==> src/hdl/flash_host_regs.svh <==
// Constants for the flash command host: register map, status fields, opcodes, timing.
// Assumes a word-wide flash and a 100 MHz sys_clk.
`ifndef FLASH_HOST_REGS_SVH
`define FLASH_HOST_REGS_SVH

// Register byte offsets
`define REG_CMD 8'h00
`define REG_ADDR 8'h04
`define REG_WDATA 8'h08
`define REG_RDATA 8'h0c
`define REG_STATUS 8'h10

// Status fields
`define ST_BUSY 0
`define ST_MODE_LO 1
`define ST_MODE_HI 2
`define ST_SUSP 3
`define ST_REFUSED 4
`define ST_TLIMIT 5
`define ST_READY 6

// Reset values
`define RST_ADDR 20'h0_0000
`define RST_WDATA 16'h0000

// Flash command addresses and data (word mode)
`define FA_UNLOCK1 11'h555
`define FA_UNLOCK2 20'h0_02aa
`define FA_QUERY 20'h0_0055
`define FD_UNLOCK1 16'h00aa
`define FD_UNLOCK2 16'h0055
`define FD_AUTOSEL 16'h0090
`define FD_QUERY 16'h0098
`define FD_RESET 16'h00f0
`define FD_SUSPEND 16'h00b0
`define FD_RESUME 16'h0030
`define FO_MFR 8'h00
`define FO_DEV 8'h01
`define FO_PROT 8'h02
`define TLIMIT_BIT 5

// Timing: strobe width and setup, in ns, and derived cycle counts (rounded up)
`define CLK_PERIOD_NS 10
`define T_STROBE_NS 80
`define T_SETUP_NS 20
`define STROBE_CYC 4'((`T_STROBE_NS + `CLK_PERIOD_NS - 1) / `CLK_PERIOD_NS)
`define SETUP_CYC 4'((`T_SETUP_NS + `CLK_PERIOD_NS - 1) / `CLK_PERIOD_NS)

`endif

==> src/hdl/flash_host_pkg.sv <==
// Types shared by the flash command host and its bus cycle engine.
// Constants live in flash_host_regs.svh.
package flash_host_pkg;

    typedef enum logic [3:0] {
        CMD_READ = 4'h0,
        CMD_WRITE = 4'h1,
        CMD_RESET = 4'h2,
        CMD_AUTOSEL = 4'h3,
        CMD_QUERY = 4'h4,
        CMD_ID_MFR = 4'h5,
        CMD_ID_DEV = 4'h6,
        CMD_ID_PROT = 4'h7
    } cmd_t;

    typedef enum logic [1:0] {
        MODE_READ = 2'b00,
        MODE_SUSP_READ = 2'b01,
        MODE_AUTOSEL = 2'b10,
        MODE_QUERY = 2'b11
    } mode_t;

    // One flash bus cycle request
    typedef struct packed {
        logic write;
        logic last;
        logic [19:0] addr;
        logic [15:0] data;
    } step_t;

    // Flash pins driven by the host
    typedef struct packed {
        logic ce_n;
        logic we_n;
        logic oe_n;
        logic [19:0] addr;
        logic [15:0] dq_out;
        logic dq_oe;
    } pins_t;

endpackage

==> src/hdl/flash_bus_cycle.sv <==
// One asynchronous flash bus cycle (read or write) per start pulse.
// Assumes dq_in synchronous to sys_clk; all pins come from flops.
`timescale 1ns/1ps
`include "flash_host_regs.svh"

module flash_bus_cycle (
    // Clock and reset
    input wire logic sys_clk,
    input wire logic rstn,
    input wire logic clk_en,
    // Request
    input wire logic start,
    input wire flash_host_pkg::step_t req,
    output flash_host_pkg::pins_t pins_q,
    output logic done_q,
    output logic [15:0] rdata_q,
    // Data pins in
    input wire logic [15:0] dq_in
);
    typedef enum logic [1:0] {
        PH_IDLE = 2'b00,
        PH_SETUP = 2'b01,
        PH_STROBE = 2'b10,
        PH_HOLD = 2'b11
    } phase_t;

    phase_t ph_q, ph_d;
    logic [3:0] cnt_q, cnt_d;
    flash_host_pkg::pins_t pins_d;
    logic done_d;
    logic [15:0] rdata_d;

    always_comb begin
        ph_d = ph_q;
        cnt_d = cnt_q;
        pins_d = pins_q;
        done_d = 1'b0;
        rdata_d = rdata_q;
        case (ph_q)
            PH_IDLE: begin
                if (start) begin
                    // Address and data settle while chip select falls, strobe comes later
                    pins_d.ce_n = 1'b0;
                    pins_d.addr = req.addr;
                    pins_d.dq_out = req.data;
                    pins_d.dq_oe = req.write;
                    cnt_d = `SETUP_CYC;
                    ph_d = PH_SETUP;
                end
            end
            PH_SETUP: begin
                if (cnt_q <= 4'h1) begin
                    pins_d.we_n = ~pins_q.dq_oe;
                    pins_d.oe_n = pins_q.dq_oe;
                    cnt_d = `STROBE_CYC;
                    ph_d = PH_STROBE;
                end else begin
                    cnt_d = cnt_q - 4'h1;
                end
            end
            PH_STROBE: begin
                if (cnt_q <= 4'h1) begin
                    // Write strobe rises first while chip select and data still hold
                    pins_d.we_n = 1'b1;
                    pins_d.oe_n = 1'b1;
                    if (!pins_q.dq_oe) begin
                        rdata_d = dq_in;
                    end
                    ph_d = PH_HOLD;
                end else begin
                    cnt_d = cnt_q - 4'h1;
                end
            end
            PH_HOLD: begin
                pins_d.ce_n = 1'b1;
                pins_d.dq_oe = 1'b0;
                done_d = 1'b1;
                ph_d = PH_IDLE;
            end
            default: ph_d = PH_IDLE;
        endcase
    end

    always_ff @(posedge sys_clk) begin
        if (!rstn) begin
            ph_q <= PH_IDLE;
            cnt_q <= 4'h0;
            pins_q <= '{ce_n: 1'b1, we_n: 1'b1, oe_n: 1'b1, addr: 20'h0_0000, dq_out: 16'h0000, dq_oe: 1'b0};
            done_q <= 1'b0;
            rdata_q <= 16'h0000;
        end else if (clk_en) begin
            ph_q <= ph_d;
            cnt_q <= cnt_d;
            pins_q <= pins_d;
            done_q <= done_d;
            rdata_q <= rdata_d;
        end
    end

    // Data is never driven while the strobe is low on a read, nor dropped before we_n rises
    property p_data_held;
        @(posedge sys_clk) disable iff (!rstn)
        $rose(pins_q.we_n) |-> pins_q.dq_oe && !pins_q.ce_n;
    endproperty
    a_data_held: assert property (p_data_held) else $error("data released before write strobe rose");

    property p_addr_stable;
        @(posedge sys_clk) disable iff (!rstn)
        $fell(pins_q.we_n) |-> $stable(pins_q.addr) && !pins_q.ce_n && $past(!pins_q.ce_n);
    endproperty
    a_addr_stable: assert property (p_addr_stable) else $error("address not settled at write strobe fall");

endmodule // flash_bus_cycle

==> src/hdl/flash_cmd_host.sv <==
// Flash command host: turns register orders into flash command sequences and tracks bank mode.
// Assumes a single word-mode flash on the pins and a ready/busy pin synchronous to sys_clk.
//
// What the document requires
// Address must settle before the later falling edge of write strobe or select.
// Data must stay valid through the first rising edge of strobe or select.
// After power-up the flash is taken to be in read-array mode.
// A bank returns to read-array mode when a program or erase ends.
// After erase suspend the bank serves reads from non-suspended sectors.
// Host writes reset when time-limit bit rises during busy, or leaving autoselect.
// Reset command works regardless of address, restoring read or suspended-read mode.
// Reset inside an erase sequence aborts it; ignored once erasing runs.
// Reset inside a program sequence aborts it; ignored once programming runs.
// Reset leaves autoselect to suspended-read if suspended, else to read-array.
// Host issues autoselect only in read modes and never while busy.
// Autoselect is two unlock writes then bank address with the autoselect command.
// In autoselect, repeated reads in the bank return identification data.
// Offset 00 gives manufacturer code, offset 01 gives device code.
// Sector address with offset 02 reads 01 if protected, else 00.
// Host writes only valid command values in the proper order.
// Query offset 27h reads 0016h, device size as a power of two.
// Query offset 2Ch reports two erase regions; regions three, four zero.
// Query 2Dh to 30h describe the first erase region.
// Query 31h to 34h describe the second erase region.
// Query 40h to 44h read P, R, I and version characters.
// Query 46h reads 0002h; 47h and 48h read 0001h.
// Query entry is 98h at word address 55h; reset leaves it.
`timescale 1ns/1ps
`include "flash_host_regs.svh"

module flash_cmd_host (
    // Clock and reset
    input wire logic sys_clk,
    input wire logic rstn,
    input wire logic clk_en,
    // Register port
    input wire logic [7:0] reg_addr,
    input wire logic [31:0] reg_wdata,
    input wire logic reg_wr,
    input wire logic reg_rd,
    output logic [31:0] reg_rdata_q,
    // Flash pins
    output logic flash_ce_n,
    output logic flash_we_n,
    output logic flash_oe_n,
    output logic [19:0] flash_addr,
    output logic [15:0] flash_dq_out,
    output logic flash_dq_oe,
    input wire logic [15:0] flash_dq_in,
    input wire logic flash_ready
);
    typedef enum logic [1:0] {
        SQ_IDLE = 2'b00,
        SQ_ISSUE = 2'b01,
        SQ_WAIT = 2'b10
    } seq_t;

    // Builds each bus cycle of a command; sequences come only from here, in fixed order
    function automatic flash_host_pkg::step_t step_of(input flash_host_pkg::cmd_t c, input logic [1:0] n,
                                                      input logic [19:0] a, input logic [15:0] d);
        flash_host_pkg::step_t s;
        s = '{write: 1'b0, last: 1'b1, addr: a, data: d};
        case (c)
            flash_host_pkg::CMD_WRITE: s.write = 1'b1;
            flash_host_pkg::CMD_RESET: begin
                s.write = 1'b1;
                s.data = `FD_RESET;
            end
            flash_host_pkg::CMD_AUTOSEL: begin
                s.write = 1'b1;
                s.last = (n == 2'd2);
                case (n)
                    2'd0: s = '{write: 1'b1, last: 1'b0, addr: {9'h000, `FA_UNLOCK1}, data: `FD_UNLOCK1};
                    2'd1: s = '{write: 1'b1, last: 1'b0, addr: `FA_UNLOCK2, data: `FD_UNLOCK2};
                    default: s = '{write: 1'b1, last: 1'b1, addr: {a[19:11], `FA_UNLOCK1}, data: `FD_AUTOSEL};
                endcase
            end
            flash_host_pkg::CMD_QUERY: s = '{write: 1'b1, last: 1'b1, addr: `FA_QUERY, data: `FD_QUERY};
            flash_host_pkg::CMD_ID_MFR: s.addr = {a[19:8], `FO_MFR};
            flash_host_pkg::CMD_ID_DEV: s.addr = {a[19:8], `FO_DEV};
            flash_host_pkg::CMD_ID_PROT: s.addr = {a[19:8], `FO_PROT};
            default: s.write = 1'b0;
        endcase
        return s;
    endfunction

    seq_t sq_q, sq_d;
    flash_host_pkg::cmd_t cmd_q, cmd_d;
    flash_host_pkg::mode_t mode_q, mode_d;
    logic [1:0] step_q, step_d;
    logic [19:0] addr_q, addr_d;
    logic [15:0] wdata_q, wdata_d;
    logic [15:0] rslt_q, rslt_d;
    logic susp_q, susp_d;
    logic refused_q, refused_d;
    logic tlimit_q, tlimit_d;
    logic busy_at_read_q, busy_at_read_d;
    logic [31:0] rdata_d;
    logic cyc_start;
    logic cyc_done;
    logic [15:0] cyc_rdata;
    flash_host_pkg::step_t cur_step;
    flash_host_pkg::pins_t pins;

    assign cur_step = step_of(cmd_q, step_q, addr_q, wdata_q);
    assign cyc_start = (sq_q == SQ_ISSUE);

    flash_bus_cycle u_cycle (
        .sys_clk(sys_clk),
        .rstn(rstn),
        .clk_en(clk_en),
        .start(cyc_start),
        .req(cur_step),
        .pins_q(pins),
        .done_q(cyc_done),
        .rdata_q(cyc_rdata),
        .dq_in(flash_dq_in)
    );

    assign flash_ce_n = pins.ce_n;
    assign flash_we_n = pins.we_n;
    assign flash_oe_n = pins.oe_n;
    assign flash_addr = pins.addr;
    assign flash_dq_out = pins.dq_out;
    assign flash_dq_oe = pins.dq_oe;

    always_comb begin
        sq_d = sq_q;
        cmd_d = cmd_q;
        mode_d = mode_q;
        step_d = step_q;
        addr_d = addr_q;
        wdata_d = wdata_q;
        rslt_d = rslt_q;
        susp_d = susp_q;
        refused_d = refused_q;
        tlimit_d = tlimit_q;
        busy_at_read_d = busy_at_read_q;
        rdata_d = 32'h0000_0000;
        // Software clears sticky flags; a same-cycle hardware set below wins
        if (reg_wr && reg_addr == `REG_STATUS) begin
            if (reg_wdata[`ST_REFUSED]) refused_d = 1'b0;
            if (reg_wdata[`ST_TLIMIT]) tlimit_d = 1'b0;
        end
        if (reg_wr && reg_addr == `REG_ADDR) addr_d = reg_wdata[19:0];
        if (reg_wr && reg_addr == `REG_WDATA) wdata_d = reg_wdata[15:0];
        case (sq_q)
            SQ_IDLE: begin
                if (reg_wr && reg_addr == `REG_CMD) begin
                    cmd_d = flash_host_pkg::cmd_t'(reg_wdata[3:0]);
                    step_d = 2'd0;
                    busy_at_read_d = !flash_ready;
                    // Autoselect only from a read mode and only with no operation running
                    if (cmd_d == flash_host_pkg::CMD_AUTOSEL && (!flash_ready ||
                        mode_q == flash_host_pkg::MODE_AUTOSEL || mode_q == flash_host_pkg::MODE_QUERY)) begin
                        refused_d = 1'b1;
                    end else begin
                        sq_d = SQ_ISSUE;
                    end
                end
            end
            SQ_ISSUE: sq_d = SQ_WAIT;
            SQ_WAIT: begin
                if (cyc_done) begin
                    if (!cur_step.write) rslt_d = cyc_rdata;
                    if (!cur_step.last) begin
                        step_d = step_q + 2'd1;
                        sq_d = SQ_ISSUE;
                    end else begin
                        sq_d = SQ_IDLE;
                        case (cmd_q)
                            flash_host_pkg::CMD_RESET: begin
                                mode_d = susp_q ? flash_host_pkg::MODE_SUSP_READ
                                                : flash_host_pkg::MODE_READ;
                            end
                            flash_host_pkg::CMD_AUTOSEL: mode_d = flash_host_pkg::MODE_AUTOSEL;
                            flash_host_pkg::CMD_QUERY: mode_d = flash_host_pkg::MODE_QUERY;
                            flash_host_pkg::CMD_WRITE: begin
                                // Suspend and resume are tracked from raw command writes
                                if (wdata_q == `FD_SUSPEND) begin
                                    susp_d = 1'b1;
                                    mode_d = flash_host_pkg::MODE_SUSP_READ;
                                end else if (wdata_q == `FD_RESUME) begin
                                    susp_d = 1'b0;
                                    mode_d = flash_host_pkg::MODE_READ;
                                end
                            end
                            flash_host_pkg::CMD_READ: begin
                                // Time limit seen during a busy operation: recover with a reset
                                if (busy_at_read_q && cyc_rdata[`TLIMIT_BIT]) begin
                                    tlimit_d = 1'b1;
                                    cmd_d = flash_host_pkg::CMD_RESET;
                                    step_d = 2'd0;
                                    sq_d = SQ_ISSUE;
                                end
                            end
                            default: mode_d = mode_q;
                        endcase
                    end
                end
            end
            default: sq_d = SQ_IDLE;
        endcase
        // A busy device ends its operation back in read-array; ready pin marks it
        if (flash_ready && !susp_q && mode_q == flash_host_pkg::MODE_SUSP_READ) begin
            mode_d = flash_host_pkg::MODE_READ;
        end
        if (reg_wr && reg_addr == `REG_CMD && sq_q != SQ_IDLE) refused_d = 1'b1;
        if (reg_rd) begin
            case (reg_addr)
                `REG_ADDR: rdata_d = {12'h000, addr_q};
                `REG_WDATA: rdata_d = {16'h0000, wdata_q};
                `REG_RDATA: rdata_d = {16'h0000, rslt_q};
                `REG_STATUS: rdata_d = {25'h000_0000, flash_ready, tlimit_q, refused_q, susp_q, mode_q,
                                        sq_q != SQ_IDLE};
                default: rdata_d = 32'h0000_0000;
            endcase
        end
    end

    always_ff @(posedge sys_clk) begin
        if (!rstn) begin
            sq_q <= SQ_IDLE;
            cmd_q <= flash_host_pkg::CMD_READ;
            mode_q <= flash_host_pkg::MODE_READ;
            step_q <= 2'd0;
            addr_q <= `RST_ADDR;
            wdata_q <= `RST_WDATA;
            rslt_q <= 16'h0000;
            susp_q <= 1'b0;
            refused_q <= 1'b0;
            tlimit_q <= 1'b0;
            busy_at_read_q <= 1'b0;
            reg_rdata_q <= 32'h0000_0000;
        end else if (clk_en) begin
            sq_q <= sq_d;
            cmd_q <= cmd_d;
            mode_q <= mode_d;
            step_q <= step_d;
            addr_q <= addr_d;
            wdata_q <= wdata_d;
            rslt_q <= rslt_d;
            susp_q <= susp_d;
            refused_q <= refused_d;
            tlimit_q <= tlimit_d;
            busy_at_read_q <= busy_at_read_d;
            reg_rdata_q <= rdata_d;
        end
    end

    property p_power_up_read;
        @(posedge sys_clk) $rose(rstn) |-> mode_q == flash_host_pkg::MODE_READ;
    endproperty
    a_power_up_read: assert property (p_power_up_read) else $error("mode not read-array after reset");

    property p_autosel_refused;
        @(posedge sys_clk) disable iff (!rstn)
        clk_en && sq_q == SQ_IDLE && reg_wr && reg_addr == `REG_CMD && reg_wdata[3:0] == 4'h3
        && (!flash_ready || mode_q == flash_host_pkg::MODE_AUTOSEL || mode_q == flash_host_pkg::MODE_QUERY)
        |=> refused_q && sq_q == SQ_IDLE;
    endproperty
    a_autosel_refused: assert property (p_autosel_refused) else $error("autoselect issued while busy");

    property p_autosel_order;
        @(posedge sys_clk) disable iff (!rstn)
        // Checked on the pins, not on the step builder, so a wrong latch of the step is caught too
        $fell(flash_we_n) && cmd_q == flash_host_pkg::CMD_AUTOSEL && step_q == 2'd2
        |-> flash_dq_out == `FD_AUTOSEL && flash_addr[10:0] == `FA_UNLOCK1 && flash_addr[19:11] == addr_q[19:11];
    endproperty
    a_autosel_order: assert property (p_autosel_order) else $error("autoselect third cycle malformed");

    property p_reset_leaves_autosel;
        @(posedge sys_clk) disable iff (!rstn)
        clk_en && cyc_done && sq_q == SQ_WAIT && cmd_q == flash_host_pkg::CMD_RESET
        |=> mode_q == (susp_q ? flash_host_pkg::MODE_SUSP_READ : flash_host_pkg::MODE_READ);
    endproperty
    a_reset_leaves_autosel: assert property (p_reset_leaves_autosel) else $error("wrong mode after reset");

    property p_reset_data;
        @(posedge sys_clk) disable iff (!rstn)
        $fell(flash_we_n) && cmd_q == flash_host_pkg::CMD_RESET |-> flash_dq_out == `FD_RESET && flash_dq_oe;
    endproperty
    a_reset_data: assert property (p_reset_data) else $error("reset command data wrong");

    property p_query_entry;
        @(posedge sys_clk) disable iff (!rstn)
        $fell(flash_we_n) && cmd_q == flash_host_pkg::CMD_QUERY |-> flash_addr == `FA_QUERY && flash_dq_out == `FD_QUERY;
    endproperty
    a_query_entry: assert property (p_query_entry) else $error("query entry cycle wrong");

    property p_id_addr;
        @(posedge sys_clk) disable iff (!rstn)
        $fell(flash_oe_n) && cmd_q == flash_host_pkg::CMD_ID_PROT |-> flash_addr[7:0] == `FO_PROT;
    endproperty
    a_id_addr: assert property (p_id_addr) else $error("protect read offset wrong");

    property p_tlimit_recover;
        @(posedge sys_clk) disable iff (!rstn)
        clk_en && cyc_done && sq_q == SQ_WAIT && cmd_q == flash_host_pkg::CMD_READ && busy_at_read_q
        && cyc_rdata[`TLIMIT_BIT] |=> tlimit_q && cmd_q == flash_host_pkg::CMD_RESET ##1 sq_q == SQ_WAIT;
    endproperty
    a_tlimit_recover: assert property (p_tlimit_recover) else $error("no reset after time limit");

    c_autosel: cover property (@(posedge sys_clk) mode_q == flash_host_pkg::MODE_AUTOSEL);
    c_query: cover property (@(posedge sys_clk) mode_q == flash_host_pkg::MODE_QUERY);
    c_tlimit: cover property (@(posedge sys_clk) $rose(tlimit_q));

endmodule // flash_cmd_host

==> config.mk <==
export PLATFORM = sky130hd
export DESIGN_NAME = flash_cmd_host
export DESIGN_NICKNAME = d
export VERILOG_FILES = /design/src/hdl/flash_host_pkg.sv /design/src/hdl/flash_bus_cycle.sv /design/src/hdl/flash_cmd_host.sv
export VERILOG_INCLUDE_DIRS = /design/src /design/src/hdl
export SDC_FILE = /design/constraint.sdc
export NUM_CORES = 1
export LEC_CHECK = 0
export BUFFER_PORTS_ARGS = -buffer_cell sky130_fd_sc_hd__buf_2
export CORE_ASPECT_RATIO = 1.1
export CORE_MARGIN = 5
export CORE_UTILIZATION = 54
export CTS_CLUSTER_SIZE = 12
export DETAILED_ROUTE_END_ITERATION = 10
export PLACE_DENSITY = 0.89
export SLEW_MARGIN = 20
export SYNTH_ARGS = -nofsm -noshare
export SYNTH_HDL_FRONTEND = slang
export SYNTH_SLANG_ARGS = --single-unit
export TNS_END_PERCENT = 100
==> constraint.sdc <==
create_clock -name sys_clk -period 2.8 [get_ports sys_clk]
set_input_delay 0.14 -clock sys_clk [delete_from_list [all_inputs] [get_ports sys_clk]]
set_output_delay 0.14 -clock sys_clk [all_outputs]
set_load 0.03 [all_outputs]
; ---- Word level (Yosys, flattened, before mapping)
; Index checks and enable logic that the tools add are counted.
[totals]
output_inout_bits = 72
inputBits = 62
register_bits = 161
elab_cells = 171
[op_classes]
reduce_logical = 44
n_addsub = 2
eq_ne = 36
n_lt_le_gt_ge = 1
mux = 64
bitwise_logic = 2
[op_table]
columns = cell, count
row1 = 20-bit one-hot mux with 5 select lines, 1
row2 = 20-bit one-hot mux with 4 select lines, 1
row3 = 37-bit one-hot mux with 2 select lines, 1
row4 = 16-bit one-hot mux with 3 select lines, 1
row5 = 2-bit 2-to-1 mux, 18
row6 = 4-bit 2-to-1 mux, 8
row7 = 4-bit AND reduction, 6
row8 = 1-bit 2-to-1 mux, 23
row9 = 20-bit 2-to-1 mux, 1
row10 = 6-bit AND reduction, 3
row11 = "16-bit by 6-bit equality test with 1-bit output, second input constant", 1
row12 = "16-bit by 8-bit equality test with 1-bit output, second input constant", 1
row13 = "4-bit by 3-bit equality test with 1-bit output, second input constant", 4
row14 = "8-bit by 4-bit equality test with 1-bit output, second input constant", 2
row15 = 2-bit one-hot mux with 4 select lines, 2
row16 = 2-bit nonzero test, 8
row17 = "2-bit != test, second input constant", 7
row18 = "4-bit by 2-bit equality test with 1-bit output, second input constant", 3
row19 = 4-bit one-hot mux with 3 select lines, 1
row20 = "2-bit equality test, second input constant", 5
row21 = 1-bit logical AND, 9
row22 = 3-bit AND reduction, 3
row23 = "2-bit by 1-bit equality test with 1-bit output, second input constant", 4
row24 = "8-bit by 3-bit equality test with 1-bit output, second input constant", 1
row25 = other kinds (23), 35

; ---- Longest topological paths before layout
[depth]
ltp_word = 8
mapped_depth = 8

; ---- Hierarchy
; A second synthesis with hierarchy kept.
[unflattened]
cells_unflattened = 823
area_unflattened_um2 = 7049.3
[by_module_without_submodules]
columns = module, area_each_um2, cells_per_inst, seq_area_each_um2, instances
row1 = flash_cmd_host, 4608.2, 538, 1721.7, 1
row2 = flash_bus_cycle, 2441.1, 285, 1261.2, 1

; ---- Worst setup path after synthesis
; OpenSTA, ideal clock, no wires.
[synth_path]
kind = flip-flop to flip-flop
startpoint = reg u_cycle.cnt_q[0]
endpoint = reg u_cycle.rdata_q[10]
setup_slack_ns = 0.967
path_buffers = 2
period_less_slack_ns = 1.833
path_stages_with_launch = 9
t_required_ns = 2.672
setup_time_ns = 0.128
t_arrival_ns = 1.706
cell_sequence = dfxtp_1 > inv_1 > ha_1 > or2_0 > clkbuf_1 > nand4_2 > buf_2 > mux2i_1 > nor2_1
[synth_via]
elab_chain_cells = 2
[synth_rtl]
columns = element, line_no
row1 = start: declaration, flash_bus_cycle.sv:28  ; logic [3:0] cnt_q, cnt_d;
row2 = start signal: assignment, flash_bus_cycle.sv:93  ; cnt_q <= cnt_d;
row3 = 4-bit by 1-bit <= comparator with 1-bit output, flash_bus_cycle.sv:62  ; if (cnt_q <= 4'h1) begin
row4 = 4-bit AND reduction (no line), --
row5 = end signal: assignment, flash_bus_cycle.sv:96  ; rdata_q <= rdata_d;
row6 = end: declaration, flash_bus_cycle.sv:16  ; output logic [15:0] rdata_q,
; Every way passes these cells.
; A chain may end at the register's enable or synchronous reset.

; ---- Final worst setup path
[layout_path]
startpoint = reg cmd_q[3]
endpoint = reg step_q[0]
[layout_via]
elab_chain_cells = 5
[layout_rtl]
columns = element, line_no
row1 = start: declaration, flash_cmd_host.sv:88  ; flash_host_pkg::cmd_t cmd_q, cmd_d;
row2 = start signal: assignment, flash_cmd_host.sv:224  ; cmd_q <= flash_host_pkg::CMD_READ;
row3 = start signal: assignment, flash_cmd_host.sv:237  ; cmd_q <= cmd_d;
row4 = 4-bit by 2-bit equality test with 1-bit output, flash_cmd_host.sv:63  ; case (c)
row5 = 1-bit 2-to-1 mux, flash_cmd_host.sv:63
row6 = 2-bit 2-to-1 mux, flash_cmd_host.sv:166  ; if (!cur_step.last) begin
row7 = 2-bit 2-to-1 mux, flash_cmd_host.sv:164  ; if (cyc_done) begin
row8 = 2-bit one-hot mux with 2 select lines, flash_cmd_host.sv:147  ; case (sq_q)
row9 = end signal: assignment, flash_cmd_host.sv:239  ; step_q <= step_d;
row10 = end: declaration, flash_cmd_host.sv:90  ; logic [1:0] step_q, step_d;
; Several ways; a longest one is shown, not always the timed one. The select of a mux whose other input is x is not followed.

==> flow_summary.toml <==
[place]
port_buffers = 109
placed_cell_area_mm2 = 0.00745
gp_congestion = 0.932
place.detailed.hpwl_um = 13100

[worst_setup_path]
crit_start = "cmd_q[3]$_SDFFE_PN0P_"
critical_path_class = "reg2reg"
cp_cell_sequence = "nand4bb_1 > buf_4 > nor3_1 > o31ai_1 > mux2i_1"
r2r-start = "cmd_q[3]$_SDFFE_PN0P_"
crit_family = "flip-flops"
reg2reg_to = "step_q[0]$_SDFFE_PN0P_"
path_buf_inv = 1
cp_slowest_stage_delay_ps = 730
r2r_slack_ps = 670
worstSetupEndpointType = "flop"
worstSetupStartpointType = "flop"
crit_fanout = 16
cp.required_ps = 3150
cpMaxStageDelayCell = "dfxtp_1"
rr_worst_depth = 5
cp.arrival_ps = 2480

[global_route]
grt_antenna_before_repair = 2
grt_pass1_vias = 6128
grt_pass1_wl_um = 30600
overflow = 0
grt_max_degree = 66
track_usage_pct = 24.9

[logic_synthesis]
synth_area_leaders = "dfxtp_1, mux2i_1, nand2_1"
synth_most_common_cell = "dfxtp_1"
async_reset_ff_share_pct = 0
ys.flop_type = "dfxtp_1"
yosys-top-cells-count = "dfxtp_1, nand2_1, nor2_1, mux2i_1, a21oi_1"
ys_seq_area_share_pct = 43.6
ys_seq_elements = 149
synth_top_area_share_pct = 43.6
synth_area_mm2 = 0.00685
syn_inst = 765
syn_avg_cell_area_um2 = 8.95
ys_warn_count = 0
synth_top_cell_by_area = "dfxtp_1"
synth_edf_count = 0
synth_cell_types = 68

[floorplan]
floorplan.rows = 43
placeableCoreArea_mm2 = 0.0125
fp.dieH_um = 128
start_util_pct = 54.6
ios = 134
fp.dieW_um = 117
dieArea_mm2 = 0.0150

[sta]
rsz0062_at_grt = "no"
fmax_mhz = 469
slew_headroom_pct = 48.1
period_minus_slack_ps = 2130
setup_viol = 0
fin_skew_ps = 9.54
period_share_pct = 76.1
worst_pin_slew_ps = 776
hold_viol = 0
slew_violations = 0
finalSetupTns_ps = 0

[clocking]
clk_latency_ps = 420
cts_tree = "yes"
ctsLongestPathBuffers = 2
cts_sinks = 149
path_clk_slew_ps = 60
cts_buffers = 17
cts_max_level = 4
root_buffer = "clkbuf_16"

[finish]
final_area_mm2 = 0.00835
drive_gt1_share_pct = 20.8
nets = 955
area_delta_synth_final_pct = 22.0
num_antenna_cells = 0
fin_util_pct = 66.6

[drt]
drt-initial-drc-count = 462
ant_nets = 0
avgRoutedWirePerCell_um = 18.7
drc_errors = 0
vias = 6338
drt-pass1-iter-count = 6
finalWirelength_um = 19700
vias_per_cell = 6.02

[power]
p_seq_share_pct = 44.3
p_clk_share_pct = 51.4
vdd_ir_drop_max_mv = 0.405
p_sw_share_pct = 21.5
combPwrFrac_pct = 4.3
switchingPower_w = 0.00103
p_int_w = 0.00376
p_per_area_mw_per_mm2 = 573
p_leak_nw = 3.59

[worst_hold_path]
holdPathEnd = "wdata_q[7]$_SDFFE_PN0P_"
hold_path.class = "in2reg"
whs_path_depth = 3
hp-start = "reg_wdata[7]"

[outcome]
status = "completed"

[run]
max_cap_viol_count = 0
## final cells by class
| cell class | count | area [um2] |
|---|---|---|
| Clock buffer | 21 | 470 |
| Clock inverter | 11 | 174 |
| Fill cell | 926 | 4180 |
| Inverter | 14 | 52.6 |
| Multi-Input combinational cell | 548 | 3530 |
| Sequential cell | 149 | 2980 |
| Tap cell | 157 | 196 |
| Timing Repair Buffer | 152 | 946 |
## worst max path at each step
stage	to	cells past startpoint
after floorplan	u_cycle.rdata_q[10]$_SDFFE_PN0P_	8
after global placement	step_q[1]$_SDFFE_PN0P_	5
after detailed placement	step_q[0]$_SDFFE_PN0P_	5
after CTS	step_q[0]$_SDFFE_PN0P_	5
after global routing	u_cycle.pins_q[15]$_SDFFE_PN0P_	6
final	step_q[0]$_SDFFE_PN0P_	5
## sequential cells by signal, indices dropped and copies added, names as in the netlist, 2 cells and up
register	flops
u_cycle.rdata_q	16
cmd_q	4
mode_q	2
u_cycle.cnt_q	4
reg_rdata_q	20
u_cycle.ph_q	2
sq_q	2
u_cycle.pins_q	40
wdata_q	16
step_q	2
addr_q	20
rslt_q	16
## power by group through the flow
stage	Sequential [W]	Combinational (W)	Clock [W]
after floorplan	0.00217	0.000111	0
after global placement	0.00217	0.000168	0
after detailed placement	0.00217	0.000169	0
after CTS	0.00212	0.000199	0.00247
after global routing	0.00212	0.000218	0.00258
final	0.00212	0.000206	0.00246
## repair_timing
item,in CTS,in global routing
resized for setup,0,0
setup buffers,0,0
hold endpoints to repair,27,1
hold buffers,25,1
## stage by stage
step / cells / hold WS (ps) / power [W] / worst slack (ps)
2_1_floorplan: 776 / 282 / 0.00228 / 967
3_3_place_gp: 994 / 371 / 0.00234 / 803
3_5_place_dp: 994 / 381 / 0.00234 / 766
4_1_cts: 1051 / 0.411 / 0.00479 / 718
5_1_grt: 1052 / 4.28 / 0.00492 / 541
6_report: 1052 / 14.0 / 0.00479 / 668
## worst register-to-register path, stage by stage (launching register included)
cell       delay, ps
dfxtp_1          730
nand4bb_1        210
buf_4            190
nor3_1            70
o31ai_1          590
mux2i_1          260
## cells by family after synthesis
logic type               count (synthesis)  synth area share [%]
AND/OR/NAND/NOR                        260                  18.7
buffers and inverters                   79                  5.48
multiplexers                            93                  13.9
flip-flops                             149                  43.6
other                                    1                0.0548
adder cells (fa/ha/maj)                 11                  2.01
XOR/XNOR                                 1                 0.128
AO/OA/AOI/OAI                          171                  16.1
## per-layer routing
layer / GRT usage, % / vias to the layer above / wire length (um)
met2: 42.7 / 331 / 9620
li1: - / 2920 / -
met5: 0 / - / 21
met3: 6.31 / 70 / 1620
met4: 12.2 / 4 / 790
met1: 29.1 / 3013 / 7630
## placed cells by master (no fill, tap or decap), types with 3 or more instances in the layout
master and n:
nand4_1 8, clkbuf_8 3, nand2b_1 6, buf_4 16
bufinv_16 4, nor3_1 7, nor2b_1 9, a31oi_1 5
o21ai_0 25, inv_1 12, nand3_1 9, dfxtp_1 149
nand2_1 103, o21ai_1 18, nor3b_1 6, o211ai_1 10
dlygate4sd3_1 26, nor4_1 5, mux2i_1 77, conb_1 12
buf_2 109, and2_1 3, clkbuf_16 17, ha_1 11
o2111ai_1 3, a21oi_1 41, o21a_1 8, o22ai_1 3
a22oi_1 25, o221ai_1 4, clkinvlp_4 6, mux2_2 16
nor2_1 78, a21o_1 9
No activity file was read; power rests on OpenSTA's default activity.
